File: config.mk
export PLATFORM = sky130hd
export DESIGN_NAME = eqc_coef_access
export DESIGN_NICKNAME = d
export VERILOG_FILES = /design/src/shared/eqc_pkg.sv /design/src/logic/eqc_coef_access.sv
export SDC_FILE = /design/constraint.sdc
export NUM_CORES = 1
export LEC_CHECK = 0
export ABC_CLOCK_PERIOD_IN_PS = 3400
export BUFFER_PORTS_ARGS = -buffer_cell sky130_fd_sc_hd__buf_2
export CAP_MARGIN = 20
export CORE_MARGIN = 8
export CORE_UTILIZATION = 64
export CTS_BUF_LIST = sky130_fd_sc_hd__clkbuf_2
export DETAILED_ROUTE_END_ITERATION = 8
export PLACE_DENSITY_LB_ADDON = 0.08
export SETUP_SLACK_MARGIN = 0.3
export SLEW_MARGIN = 0
export SYNTH_ARGS = -nofsm -noshare
export SYNTH_HDL_FRONTEND = slang
export SYNTH_SLANG_ARGS = --single-unit
File: constraint.sdc
create_clock -name clk -period 3.4 [get_ports clk]
set_input_delay 1.02 -clock clk [delete_from_list [all_inputs] [get_ports clk]]
set_output_delay 1.02 -clock clk [all_outputs]
set_load 0.01 [all_outputs]
File: src/shared/eqc_pkg.sv
/*
 package for the equalizer coefficient access block: register offsets,
 field positions, reset values and sizes.
 assumes a byte-wide register port with 16-bit addresses on one clock.
*/
// Summary of operation
// - four input bytes form one coefficient word
// - top input byte always reads zero
// - writes accepted only with write enable
// - read window live only with read enable
// - read window shows pointed coefficient
// - init done flag rises after initialization
// - run bit starts filter on loaded set
// - run bit resets low, off during access; the block neither forces nor checks this, and run does not gate access
// - mute forces equalizer input to zero
package eqc_pkg;
	localparam logic [15:0] OFS_WR_BYTE0 = 16'h2401;
	localparam logic [15:0] OFS_WR_BYTE1 = 16'h2402;
	localparam logic [15:0] OFS_WR_BYTE2 = 16'h2403;
	localparam logic [15:0] OFS_WR_BYTE3 = 16'h2404;
	localparam logic [15:0] OFS_ACCESS_CTRL = 16'h2406;
	localparam logic [15:0] OFS_RD_BYTE0 = 16'h2407;
	localparam logic [15:0] OFS_RD_BYTE1 = 16'h2408;
	localparam logic [15:0] OFS_RD_BYTE2 = 16'h2409;
	localparam logic [15:0] OFS_RD_BYTE3 = 16'h240A;
	localparam logic [15:0] OFS_INIT_STATUS = 16'h240B;
	localparam logic [15:0] OFS_RUN_CTRL = 16'h240C;
	localparam logic [15:0] OFS_MUTE_CTRL = 16'h240E;
	localparam int BIT_READ_EN = 0;
	localparam int BIT_WRITE_EN = 1;
	localparam int BIT_INIT_DONE = 0;
	localparam int BIT_RUN = 0;
	localparam int BIT_MUTE = 0;
	localparam logic [7:0] RST_BYTE = 8'h00;
	localparam logic [31:0] RST_COEF = 32'h00000000;
	localparam int COEF_COUNT = 15;
	localparam int SAMPLE_WIDTH = 24;
endpackage

File: src/logic/eqc_coef_access.sv
/*
 coefficient store and register access path of the three-band equalizer.
 assumes the register port is driven by the control-bus slave on clk;
 one read or write strobe per cycle, read data wanted the next cycle.
 init clears every word after reset; coefficient writes wait for it.
 power-down and bus timeouts are not modelled; the store never stalls.
 the read window reads as zero while read enable is off.
 coefPointer is brought out for observation only.
*/
`timescale 1ns/1ns
`default_nettype none
module eqc_coef_access #(
	parameter int NUM_COEF = eqc_pkg::COEF_COUNT,
	parameter int DW = eqc_pkg::SAMPLE_WIDTH
) (
	input wire logic clk,
	input wire logic rst_b,
	input wire logic regWrite,
	input wire logic regRead,
	input wire logic [15:0] regAddr,
	input wire logic [7:0] regWdata,
	output logic [7:0] regRdata,
	input wire logic [DW-1:0] sampleIn,
	output logic [DW-1:0] eqInput,
	output logic filterRun,
	output logic [$clog2(NUM_COEF)-1:0] coefPointer
);
	import eqc_pkg::*;

	typedef enum logic [2:0] {
		INIT_CLEAR = 3'b001,
		INIT_DONE = 3'b010,
		INIT_IDLE = 3'b100
	} eqc_init_t;

	localparam int PW = $clog2(NUM_COEF);
	localparam logic [PW-1:0] LAST_COEF = PW'(NUM_COEF - 1);

	eqc_init_t initState;
	logic [31:0] coefMem [NUM_COEF];
	logic [23:0] writeLow;
	logic coefWriteEnable;
	logic coefReadEnable;
	logic coefInitComplete;
	logic equalizerInputMute;
	logic [PW-1:0] initIndex;
	logic [31:0] coefReadWord;
	logic enableRise;
	logic writeCommit;
	logic readCommit;

	function automatic logic hit(input logic [15:0] a, input logic [15:0] ofs);
		hit = (a == ofs);
	endfunction

	function automatic logic [PW-1:0] stepPtr(input logic [PW-1:0] p);
		stepPtr = (p == LAST_COEF) ? '0 : PW'(p + 1'b1);
	endfunction

	// a disabled window gives zero rather than a stale or half-written word
	function automatic logic [7:0] windowByte(input logic [31:0] w, input int idx, input logic en);
		windowByte = en ? w[8*idx+:8] : RST_BYTE;
	endfunction

	// a bit already set does not restart, so rewriting it mid-set is harmless
	// restart pointer when an enable is newly set
	assign enableRise = regWrite && hit(regAddr, OFS_ACCESS_CTRL) &&
		((regWdata[BIT_WRITE_EN] && !coefWriteEnable) ||
		(regWdata[BIT_READ_EN] && !coefReadEnable));
	// top byte completes the word, only while write enabled
	assign writeCommit = regWrite && hit(regAddr, OFS_WR_BYTE3) && coefWriteEnable &&
		coefInitComplete;
	// stepping on the top byte lets four reads walk one word
	// reading the top output byte completes a read word
	assign readCommit = regRead && hit(regAddr, OFS_RD_BYTE3) && coefReadEnable;
	// the pointer never passes NUM_COEF-1, so the index stays in range
	// window shows the pointed coefficient
	assign coefReadWord = coefMem[coefPointer];

	// clear every coefficient, then raise the done flag
	always_ff @(posedge clk or negedge rst_b) begin
		if (!rst_b) begin
			initState <= INIT_CLEAR;
			initIndex <= '0;
			coefInitComplete <= 1'b0;
		end else begin
			case (initState)
				INIT_CLEAR: begin
					// one word per cycle keeps a single write port on the store
					initIndex <= stepPtr(initIndex);
					if (initIndex == LAST_COEF) begin
						initState <= INIT_DONE;
					end
				end
				INIT_DONE: begin
					coefInitComplete <= 1'b1;
					initState <= INIT_IDLE;
				end
				INIT_IDLE: begin
					coefInitComplete <= 1'b1;
				end
				default: begin
					initState <= INIT_CLEAR;
				end
			endcase
		end
	end

	always_ff @(posedge clk or negedge rst_b) begin
		if (!rst_b) begin
			for (int i = 0; i < NUM_COEF; i++) begin
				coefMem[i] <= RST_COEF;
			end
		end else if (initState == INIT_CLEAR) begin
			coefMem[initIndex] <= RST_COEF;
		end else if (writeCommit) begin
			coefMem[coefPointer] <= {regWdata, writeLow};
		end
	end

	// low bytes latch even while writes are off; only the commit is gated
	// hold the three low bytes until the top byte arrives
	always_ff @(posedge clk or negedge rst_b) begin
		if (!rst_b) begin
			writeLow <= {RST_BYTE, RST_BYTE, RST_BYTE};
		end else if (regWrite) begin
			if (hit(regAddr, OFS_WR_BYTE0)) begin
				writeLow[7:0] <= regWdata;
			end
			if (hit(regAddr, OFS_WR_BYTE1)) begin
				writeLow[15:8] <= regWdata;
			end
			if (hit(regAddr, OFS_WR_BYTE2)) begin
				writeLow[23:16] <= regWdata;
			end
		end
	end

	always_ff @(posedge clk or negedge rst_b) begin
		if (!rst_b) begin
			coefWriteEnable <= 1'b0;
			coefReadEnable <= 1'b0;
		end else if (regWrite && hit(regAddr, OFS_ACCESS_CTRL)) begin
			coefWriteEnable <= regWdata[BIT_WRITE_EN];
			coefReadEnable <= regWdata[BIT_READ_EN];
		end
	end

	// pointer restart and step per whole word
	always_ff @(posedge clk or negedge rst_b) begin
		if (!rst_b) begin
			coefPointer <= '0;
		end else if (enableRise) begin
			coefPointer <= '0;
		end else if (writeCommit || readCommit) begin
			coefPointer <= stepPtr(coefPointer);
		end
	end

	// limitation: the run bit does not lock out coefficient access
	// run bit, low from reset
	always_ff @(posedge clk or negedge rst_b) begin
		if (!rst_b) begin
			filterRun <= 1'b0;
		end else if (regWrite && hit(regAddr, OFS_RUN_CTRL)) begin
			filterRun <= regWdata[BIT_RUN];
		end
	end

	always_ff @(posedge clk or negedge rst_b) begin
		if (!rst_b) begin
			equalizerInputMute <= 1'b0;
		end else if (regWrite && hit(regAddr, OFS_MUTE_CTRL)) begin
			equalizerInputMute <= regWdata[BIT_MUTE];
		end
	end

	// a mute write zeroes on its own edge, so no sample slips through
	// hard zero, no ramp; the mute write takes effect on its own edge
	always_ff @(posedge clk or negedge rst_b) begin
		if (!rst_b) begin
			eqInput <= '0;
		end else if (equalizerInputMute || (regWrite && hit(regAddr, OFS_MUTE_CTRL) &&
			regWdata[BIT_MUTE])) begin
			eqInput <= '0;
		end else begin
			eqInput <= sampleIn;
		end
	end

	// register read data, one cycle after the read strobe
	// reserved bits and unmapped addresses read as zero
	always_ff @(posedge clk or negedge rst_b) begin
		if (!rst_b) begin
			regRdata <= RST_BYTE;
		end else if (regRead) begin
			case (regAddr)
				OFS_WR_BYTE0: regRdata <= writeLow[7:0];
				OFS_WR_BYTE1: regRdata <= writeLow[15:8];
				OFS_WR_BYTE2: regRdata <= writeLow[23:16];
				OFS_WR_BYTE3: regRdata <= 8'h00;
				OFS_ACCESS_CTRL: regRdata <= {6'h00, coefWriteEnable, coefReadEnable};
				OFS_RD_BYTE0: regRdata <= windowByte(coefReadWord, 0, coefReadEnable);
				OFS_RD_BYTE1: regRdata <= windowByte(coefReadWord, 1, coefReadEnable);
				OFS_RD_BYTE2: regRdata <= windowByte(coefReadWord, 2, coefReadEnable);
				OFS_RD_BYTE3: regRdata <= windowByte(coefReadWord, 3, coefReadEnable);
				OFS_INIT_STATUS: regRdata <= {7'h00, coefInitComplete};
				OFS_RUN_CTRL: regRdata <= {7'h00, filterRun};
				OFS_MUTE_CTRL: regRdata <= {7'h00, equalizerInputMute};
				default: regRdata <= 8'h00;
			endcase
		end
	end
endmodule
`default_nettype wire

## After elaboration in Yosys (flattened, before gate mapping)

Index checks and enable logic that the tools add are counted.

| storage, ports and cells | value |
|---|---|
| register bits | 552 |
| input port bits | 52 |
| output and inout bits | 37 |

| cells by class | value |
|---|---|
| $add $sub $neg | 2 |
| magnitude comparators | 4 |
| equality and inequality tests | 18 |
| mux-type cells | 22 |
| bitwise logic cells | 5 |
| reduce and logical (&&, ||, !) cells | 26 |

Operators by type and width:

| kind | number |
|---|---|
| 480-bit 2-to-1 mux | 2 |
| 480-bit bitwise AND | 1 |
| 480-bit bitwise mux | 1 |
| 480-bit NOT | 1 |
| 32-bit demux with 4-bit select | 2 |
| 16-bit by 14-bit == test with 1-bit output (second input constant) | 12 |
| 32-bit binary-select mux with 4-bit select | 1 |
| 32-bit 2-to-1 mux | 4 |
| 8-bit one-hot mux with 11 select lines | 1 |
| 8-bit 2-to-1 mux | 4 |
| 24-bit 2-to-1 mux | 1 |
| 4-bit 2-to-1 mux | 4 |
| 1-bit logical AND | 14 |
| 5-bit >= comparator (second input constant) | 2 |
| 5-bit by 1-bit less-than comparator with 1-bit output (second input constant) | 2 |
| 4-bit NOT with 5-bit output | 2 |
| 3-bit one-hot mux with 3 select lines | 1 |
| 4-bit by 1-bit adder with 4-bit output (second input constant) | 2 |
| 4-bit == test (second input constant) | 2 |
| 2-bit AND reduction | 4 |
| 2-bit nonzero test | 2 |
| 3-bit by 1-bit == test with 1-bit output (second input constant) | 1 |
| 3-bit by 2-bit == test with 1-bit output (second input constant) | 1 |
| 3-bit == test (second input constant) | 1 |
| 6 further kinds | 9 |

## Depth between registers and ports, before layout

Gate-level depths: netlist of run 1.

| depth | value |
|---|---|
| depth after elaboration | 8 |
| gate-level depth with buffers | 10 |
| mapped depth without buffers | 6 |

## Worst setup path before layout of run 1

Ideal clock, no wire load.

| path | value |
|---|---|
| path type | input -> register |
| start | in regAddr[9] |
| end | reg coefMem[65] (netlist name) |
| library setup time | 0.121 ns |
| arrival | 3.296 ns |
| required time | 3.279 ns |
| slack | -0.017 ns |
| cell stages on the path | 8 |
| buffers on the path | 2 |
| path through | or4b_1 -> clkbuf_1 -> nor4_4 -> nand3_4 -> nor3_4 -> a31oi_2 -> buf_2 -> a22o_1 |

| on the way | value |
|---|---|
| longest elaborated chain between the ends | 5 |

RTL lines:

| element | line | RTL |
|---|---|---|
| start: declaration | eqc_coef_access.sv:20 | `input wire logic [15:0] regAddr,` |
| 16-bit by 14-bit == test with 1-bit output | eqc_coef_access.sv:53 | `hit = (a == ofs);` |
| 1-bit logical AND (3 in a row) | eqc_coef_access.sv:71 | `assign writeCommit = regWrite && hit(regAddr, OFS_WR_BYTE3) && coefWriteEnable &&` |
| 2-bit nonzero test (no source line) | - |  |
| end signal: indexed assignment | eqc_coef_access.sv:117 | `coefMem[coefPointer] <= {regWdata, writeLow};` |
| end: declaration | eqc_coef_access.sv:40 | `logic [31:0] coefMem [NUM_COEF];` |

No other way between the ends.
A chain may end at the register's enable or synchronous reset.

## Worst setup path after layout of run 1

| path | value |
|---|---|
| start | reg coefPointer[2] |
| end | out coefPointer[2] |

RTL lines:

| element | line | RTL |
|---|---|---|
| start: declaration | eqc_coef_access.sv:26 | `output logic [$clog2(NUM_COEF)-1:0] coefPointer` |
| start signal: assignment | eqc_coef_access.sv:156 | `coefPointer <= stepPtr(coefPointer);` |

No word-level cell between the ends.

==> run summary, run 1 <==
worst hold endpoint -> eqInput[10]
worst path cell trace -> buf_2
Max clock buf depth -> 3
Total Power -> 11.4 mW
clock slew at reported path FFs -> 0.12 ns
Synth Area in Compound Gates -> 21.0%
Hold Crit Class -> in2reg
Remaining DRCs -> 0
Initial Util -> 64.3%
fill cell count -> 2635
HP Start -> sampleIn[10]
Post-synth EDFFs -> 0
xor/xnor share of the synthesized area -> 0.0356%
syn_area_per_cell -> 12.8 sq um
Critical Path RT -> 2.38 ns
Crit path arrival time -> 1.95 ns
Final Cell Area -> 27600 sq um
Die X -> 212 microns
Synth top area share -> 56.0%
Syn-to-layout area delta -> 12.2%
DIE AREA -> 45000 sq um
clock latency on the worst-skew pair -> 1.10 ns
crit-path leading delay family -> flip-flops
DP Wirelength -> 46600 microns
1st-iter DRT viols -> 2327
simple-gate share of the synthesized area -> 6.14%
Slew Viols, Final -> 0
number of buffers added on ports -> 88
most frequent cell after synthesis -> dfrtp_1
CP startpoint kind -> register
Post-synth top cells -> dfrtp_1, a22o_1, mux2i_1
Crit Path Class -> reg2out
vias -> 18.9k
GP Congestion -> 0.988
sequential area share after synthesis -> 56.1%
Mapped Area -> 24600 sq um
Non-Filler Instances -> 2677
Synthesis Warnings -> 0
top cells by area, synth -> dfrtp_1, a22o_1, mux4_2, mux2i_1, buf_2
Clock Skew -> 0.115 ns
placed cell area -> 26200 sq um
total gr overflow -> 0
Adder-Cell Fraction of Synth Area -> 0%
final hold violation count -> 0
Setup crit end kind -> primary output
WHS -> 0.173 ns
max-cap viol count -> 0
drt via density -> 7.04
Max stage delay cell, worst path -> dfrtp_4
CTS tree -> built
row count -> 72
max frequency -> 0.337 GHz
syn_nets -> 1981
top fanout value on the critical path -> 11
reg2reg end -> regRdata[0]
die height -> 212 microns
CTS H-tree depth -> 4
routed wire length -> 77100 microns
WL/cell -> 28.8 microns
CTS buffer count -> 141
P per Cell Area -> 413 nW/um^2
clk root buf -> clkbuf_2
Ports -> 89
Distinct cells, synth -> 62
Gate Count Post-Synth -> 1929
r2r setup slk -> 0.60 ns
RSZ-0062 raised after global routing -> yes
Final ANT Viol Nets -> 0
slew margin rel. -> 22.0%
core area -> 38300 sq um
Placed Instances -> 2424
Hold Path Depth -> 2
# nets final -> 2112
Sink Count -> 552
worst flop-to-flop path startpoint -> coefPointer[3]
Static Leak -> 12.5 nW
area leader, netlist -> dfrtp_1
first-pass GRT wire length -> 118000 microns
worst reg2reg path depth -> 7
predominant post-synthesis flop cell -> dfrtp_1
Critical Path Max Stage Delay -> 0.67 ns
share of cells above drive strength 1 -> 26.7%
status -> completed
largest net degree at the start of global routing -> 79
#FFs+latches synth -> 552
combinational family with the most area after synthesis -> compound AO/OA/AOI/OAI gates
minimum clock period -> 2.97 ns
final setup vio count -> 0
fraction of registers with async set/reset -> 100%
First-pass DRT Iterations -> 6
final worst path period share -> 87.2%
antenna violations before repair -> 2
Worst Path Buf+Inv -> 1
Tot GR Track Use -> 34.8%
vias in the first global route -> 19.4k
worst slew pin tran -> 1.17 ns
peak supply drop -> 0.273 mV
post-synthesis mux area share -> 12.4%
-- cell type report --
cell class / count / area [sq um] / area share [%]
multi-input cells: 1124 / 9960 / 36.1
clock inverters: 41 / 250 / 0.906
repair buffers: 211 / 1830 / 6.62
diodes: 1 / 2.50 / 0.00906
clock buffers: 200 / 1000 / 3.62
well taps: 518 / 648 / 2.35
inverters: 30 / 113 / 0.407
flip-flops and latches: 552 / 13800 / 50.0
-- kinds of logic (layout without fill, tap and decap cells) --
kind of cell | after synthesis | after routing
AOI/OAI and AO/OA | 636 | 636
DFF | 552 | 552
and+or+nand+nor | 273 | 273
buffers and inverters | 253 | 482
muxes | 214 | 214
xor gates and xnor gates | 1 | 1
other | 0 | 1
-- sequential cells by signal, summed over array words and instances, names as in the netlist --
name and flops:
initIndex 4, coefMem 480, initState 3, equalizerInputMute 1, eqInput 24, coefInitComplete 1
regRdata 8, coefReadEnable 1, coefPointer 4, writeLow 24, coefWriteEnable 1, filterRun 1
-- cell usage in the layout, fill, tap and decap left out, types with 7 or more instances in the layout --
master	netlist	layout
dfrtp_1	551	547
a22o_1	451	451
clkbuf_2	0	200
mux2i_1	116	116
nand2_1	109	109
buf_2	95	87
buf_4	1	87
mux4_2	69	69
o21ai_0	56	56
buf_12	0	31
inv_1	30	30
a22oi_1	30	30
mux2_2	29	29
and2_1	26	26
clkinv_1	0	25
o221ai_1	24	24
o22ai_1	23	23
nand3_1	21	20
nor2_1	18	16
nor2b_1	14	13
nor2_4	0	13
nor4_1	12	12
a21oi_4	0	11
and3_1	9	9
nand4_1	7	7
a21oi_1	18	7
-- repair_timing --
item                                   in CTS  in global routing
endpoints found under the hold margin      60                  0
setup buffers                               4                  5
hold buffers                                1                  0
setup endpoints to repair                   4                  2
resized for setup                           1                  0
pin swaps                                   0                  0
-- per-stage QoR --
stage | setup slack (ns) | utilization [%] | TNS [ns]
after global placement | -0.108 | 68.4 | -0.313
after global routing | 0.300 | 72.2 | 0
final | 0.434 | 72.2 | 0
after detailed placement | -0.105 | 68.5 | -0.287
after CTS | 0.191 | 71.9 | 0
after floorplan | 0.0321 | - | 0
-- power breakdown --
group / total, mW / switching [mW] / internal [mW] / leakage (nW)
registers: 6.59 / 0.0109 / 6.58 / 7.63
clock network: 4.50 / 2.70 / 1.80 / 0.958
logic: 0.322 / 0.240 / 0.0819 / 3.94
total: 11.4 / 2.95 / 8.47 / 12.5
-- how the worst max path moves through the flow --
stage | start | endpoint | cells after the start
2_1_floorplan | regAddr[12] | coefMem[384] | 8
3_3_place_gp | regAddr[9] | regRdata[7] | 8
3_5_place_dp | regAddr[9] | regRdata[7] | 8
4_1_cts | coefPointer[2] | coefPointer[2] | 1
5_1_grt | coefPointer[2] | coefPointer[2] | 1
6_report | coefPointer[2] | coefPointer[2] | 1
-- metal layers --
layer | vias up | routed length, microns | track usage, %
li1 | 7698 | - | -
met5 | - | 0 | 0
met4 | 0 | 3210 | 15.1
met3 | 233 | 10100 | 12.1
met2 | 1343 | 33800 | 50.1
met1 | 9583 | 30000 | 47.9
Power figures use the tool's default switching activity.
==> run 2: changes to the inputs <==
- ABC_CLOCK_PERIOD_IN_PS: 3400 -> default
- CORE_UTILIZATION: 64 -> 65
- REMOVE_ABC_BUFFERS: default -> 1
- clock period: 3.4 -> 3.5 ns (I/O delays scaled with it)
==> run 2 against run 1 <==
Against the previous run: sequential cell count unchanged; highest routed layer unchanged; largest cell class unchanged; design area down 0.55%; non-clock buffer count shrank 16.
==> run summary, run 2 (same netlist as run 1, synthesis figures left out) <==
commonest non-fill, non-tap cell in the layout -> dfrtp_1
Total Power -> 10.9 mW
CP Depth -> 1
largest register by flop count -> coefMem
# nets final -> 2093
Clock Skew -> 0.0880 ns
CTS H-tree depth -> 4
Non-Filler Instances -> 2640
post-layout util -> 73.3%
clock latency on the worst-skew pair -> 1.09 ns
max FFs per register -> 480
area of the multi-input gates -> 9960 sq um
worst slew pin tran -> 1.17 ns
Tot GR Track Use -> 33.2%
vias -> 18.5k
biggest regs -> coefMem: 480 flops, eqInput: 24 flops, writeLow: 24 flops
routed wire length -> 72800 microns
fill cell count -> 2579
Hold Path Depth -> 2
Placed Instances -> 2405
1st-iter DRT viols -> 1946
drt via density -> 7.01
top fanout value on the critical path -> 20
slew margin rel. -> 21.8%
number of buffers added on ports -> 88
final worst path period share -> 88.2%
First-pass DRT Iterations -> 7
Critical Path Max Stage Delay -> 0.77 ns
Final ANT Viol Nets -> 0
Syn-to-layout area delta -> 11.6%
first-pass GRT wire length -> 113000 microns
worst path cell trace -> buf_2
Crit Path Class -> reg2out
GP Congestion -> 0.963
P per Cell Area -> 395 nW/um^2
minimum clock period -> 3.09 ns
Worst Path Buf+Inv -> 1
peak supply drop -> 0.275 mV
Max stage delay cell, worst path -> dfrtp_4
Sink Count -> 552
crit-path leading delay family -> flip-flops
r2r setup slk -> 0.65 ns
CTS tree -> built
row count -> 71
Remaining DRCs -> 0
Die X -> 211 microns
clk root buf -> clkbuf_2
worst reg2reg path depth -> 8
DIE AREA -> 44400 sq um
max frequency -> 0.324 GHz
max-cap viol count -> 0
final setup vio count -> 0
CTS buffer count -> 138
CP startpoint kind -> register
Ports -> 89
Hold Crit Class -> in2reg
largest net degree at the start of global routing -> 106
setup ws final -> 0.414 ns
Setup crit end kind -> primary output
vias in the first global route -> 19.1k
core area -> 37500 sq um
antenna violations before repair -> 1
DP Wirelength -> 44000 microns
DP Worst Slack -> -0.0600 ns
total gr overflow -> 0
status -> completed
Slew Viols, Final -> 0
clock slew at reported path FFs -> 0.10 ns
FF+latch area -> 13800 sq um
share of cells above drive strength 1 -> 25.6%
Initial Util -> 65.7%
final hold violation count -> 0
Static Leak -> 12.4 nW
Critical Path RT -> 2.45 ns
RSZ-0062 raised after global routing -> no
CTS resizes -> 0
commonest non-fill, non-tap cells in the layout -> dfrtp_1, a22o_1, clkbuf_2
Max clock buf depth -> 3
die height -> 211 microns
WL/cell -> 27.6 microns
Crit path arrival time -> 2.04 ns
## run 2: cell count changes in the layout (fill, tap and decap cells not counted), sizes merged
| cell | delta |
|---|---|
| buf | -16 |
| clkbuf | -9 |
| clkinv | -3 |
| clkinvlp | -2 |
| bufinv | -1 |
| diode | +1 |
## run 2: worst reg2reg max path, cell delays in order, from the launching register on
cell     delay, ns
dfrtp_4       0.42
buf_4         0.37
buf_12        0.31
buf_4         0.23
mux4_2        0.52
mux2i_1       0.34
o22ai_1       0.16
nor4_1        0.28
o21ai_0       0.12
## run 2: path summary, 6_finish.rpt
path | startpoint | to
max in group asynchronous | rst_b | coefMem[279]
worst max-delay path | coefPointer[2] | coefPointer[2]
worst min register to register | coefMem[251] | coefMem[251]
worst min-delay path | sampleIn[8] | eqInput[8]
worst max register to register | coefPointer[1] | regRdata[7]
min in group asynchronous | rst_b | coefMem[56]
## run 2: layout make-up
cell class                 instances  area share (%)
antenna                            2          0.0182
clock buffer                     191            3.48
clock inverter                    35           0.678
inverter                          30           0.410
multi-input combinational       1124            36.3
sequential                       552            50.3
tap                              511            2.33
timing repair buffer             195            6.53
## run 2: routing by layer
| metal | vias up | share of wire [%] | track usage [%] | wire length, microns |
|---|---|---|---|---|
| met5 | - | 0 | 0 | 0 |
| met4 | 0 | 3.4 | 14.1 | 2500 |
| met3 | 206 | 10 | 8.95 | 7590 |
| met2 | 1186 | 47 | 51.0 | 33900 |
| met1 | 9475 | 40 | 44.6 | 28800 |
| li1 | 7650 | - | - | - |
## run 2: stage by stage
step | TNS [ns] | hold slack [ns] | instance area [sq um]
global placement | -0.0839 | 0.477 | 26100
global route | 0 | 0.0720 | 27500
floorplan | -2016.06 | 0.455 | 23700
CTS | 0 | 0.0913 | 27400
detailed placement | -0.987 | 0.476 | 26200
finish | 0 | 0.188 | 27500
## run 2: what timing repair did
item,4_1_cts,5_1_grt
buffers inserted,4,0
endpoints found under the hold margin,28,0
endpoints found under the setup margin,3,0
hold buffers,1,0
## run 2: report_power, final
part / internal [mW] / switching [mW] / total, mW
Clock: 1.60 / 2.55 / 4.14
Combinational: 0.0783 / 0.226 / 0.304
Sequential: 6.39 / 0.00959 / 6.40
Total: 8.07 / 2.78 / 10.9
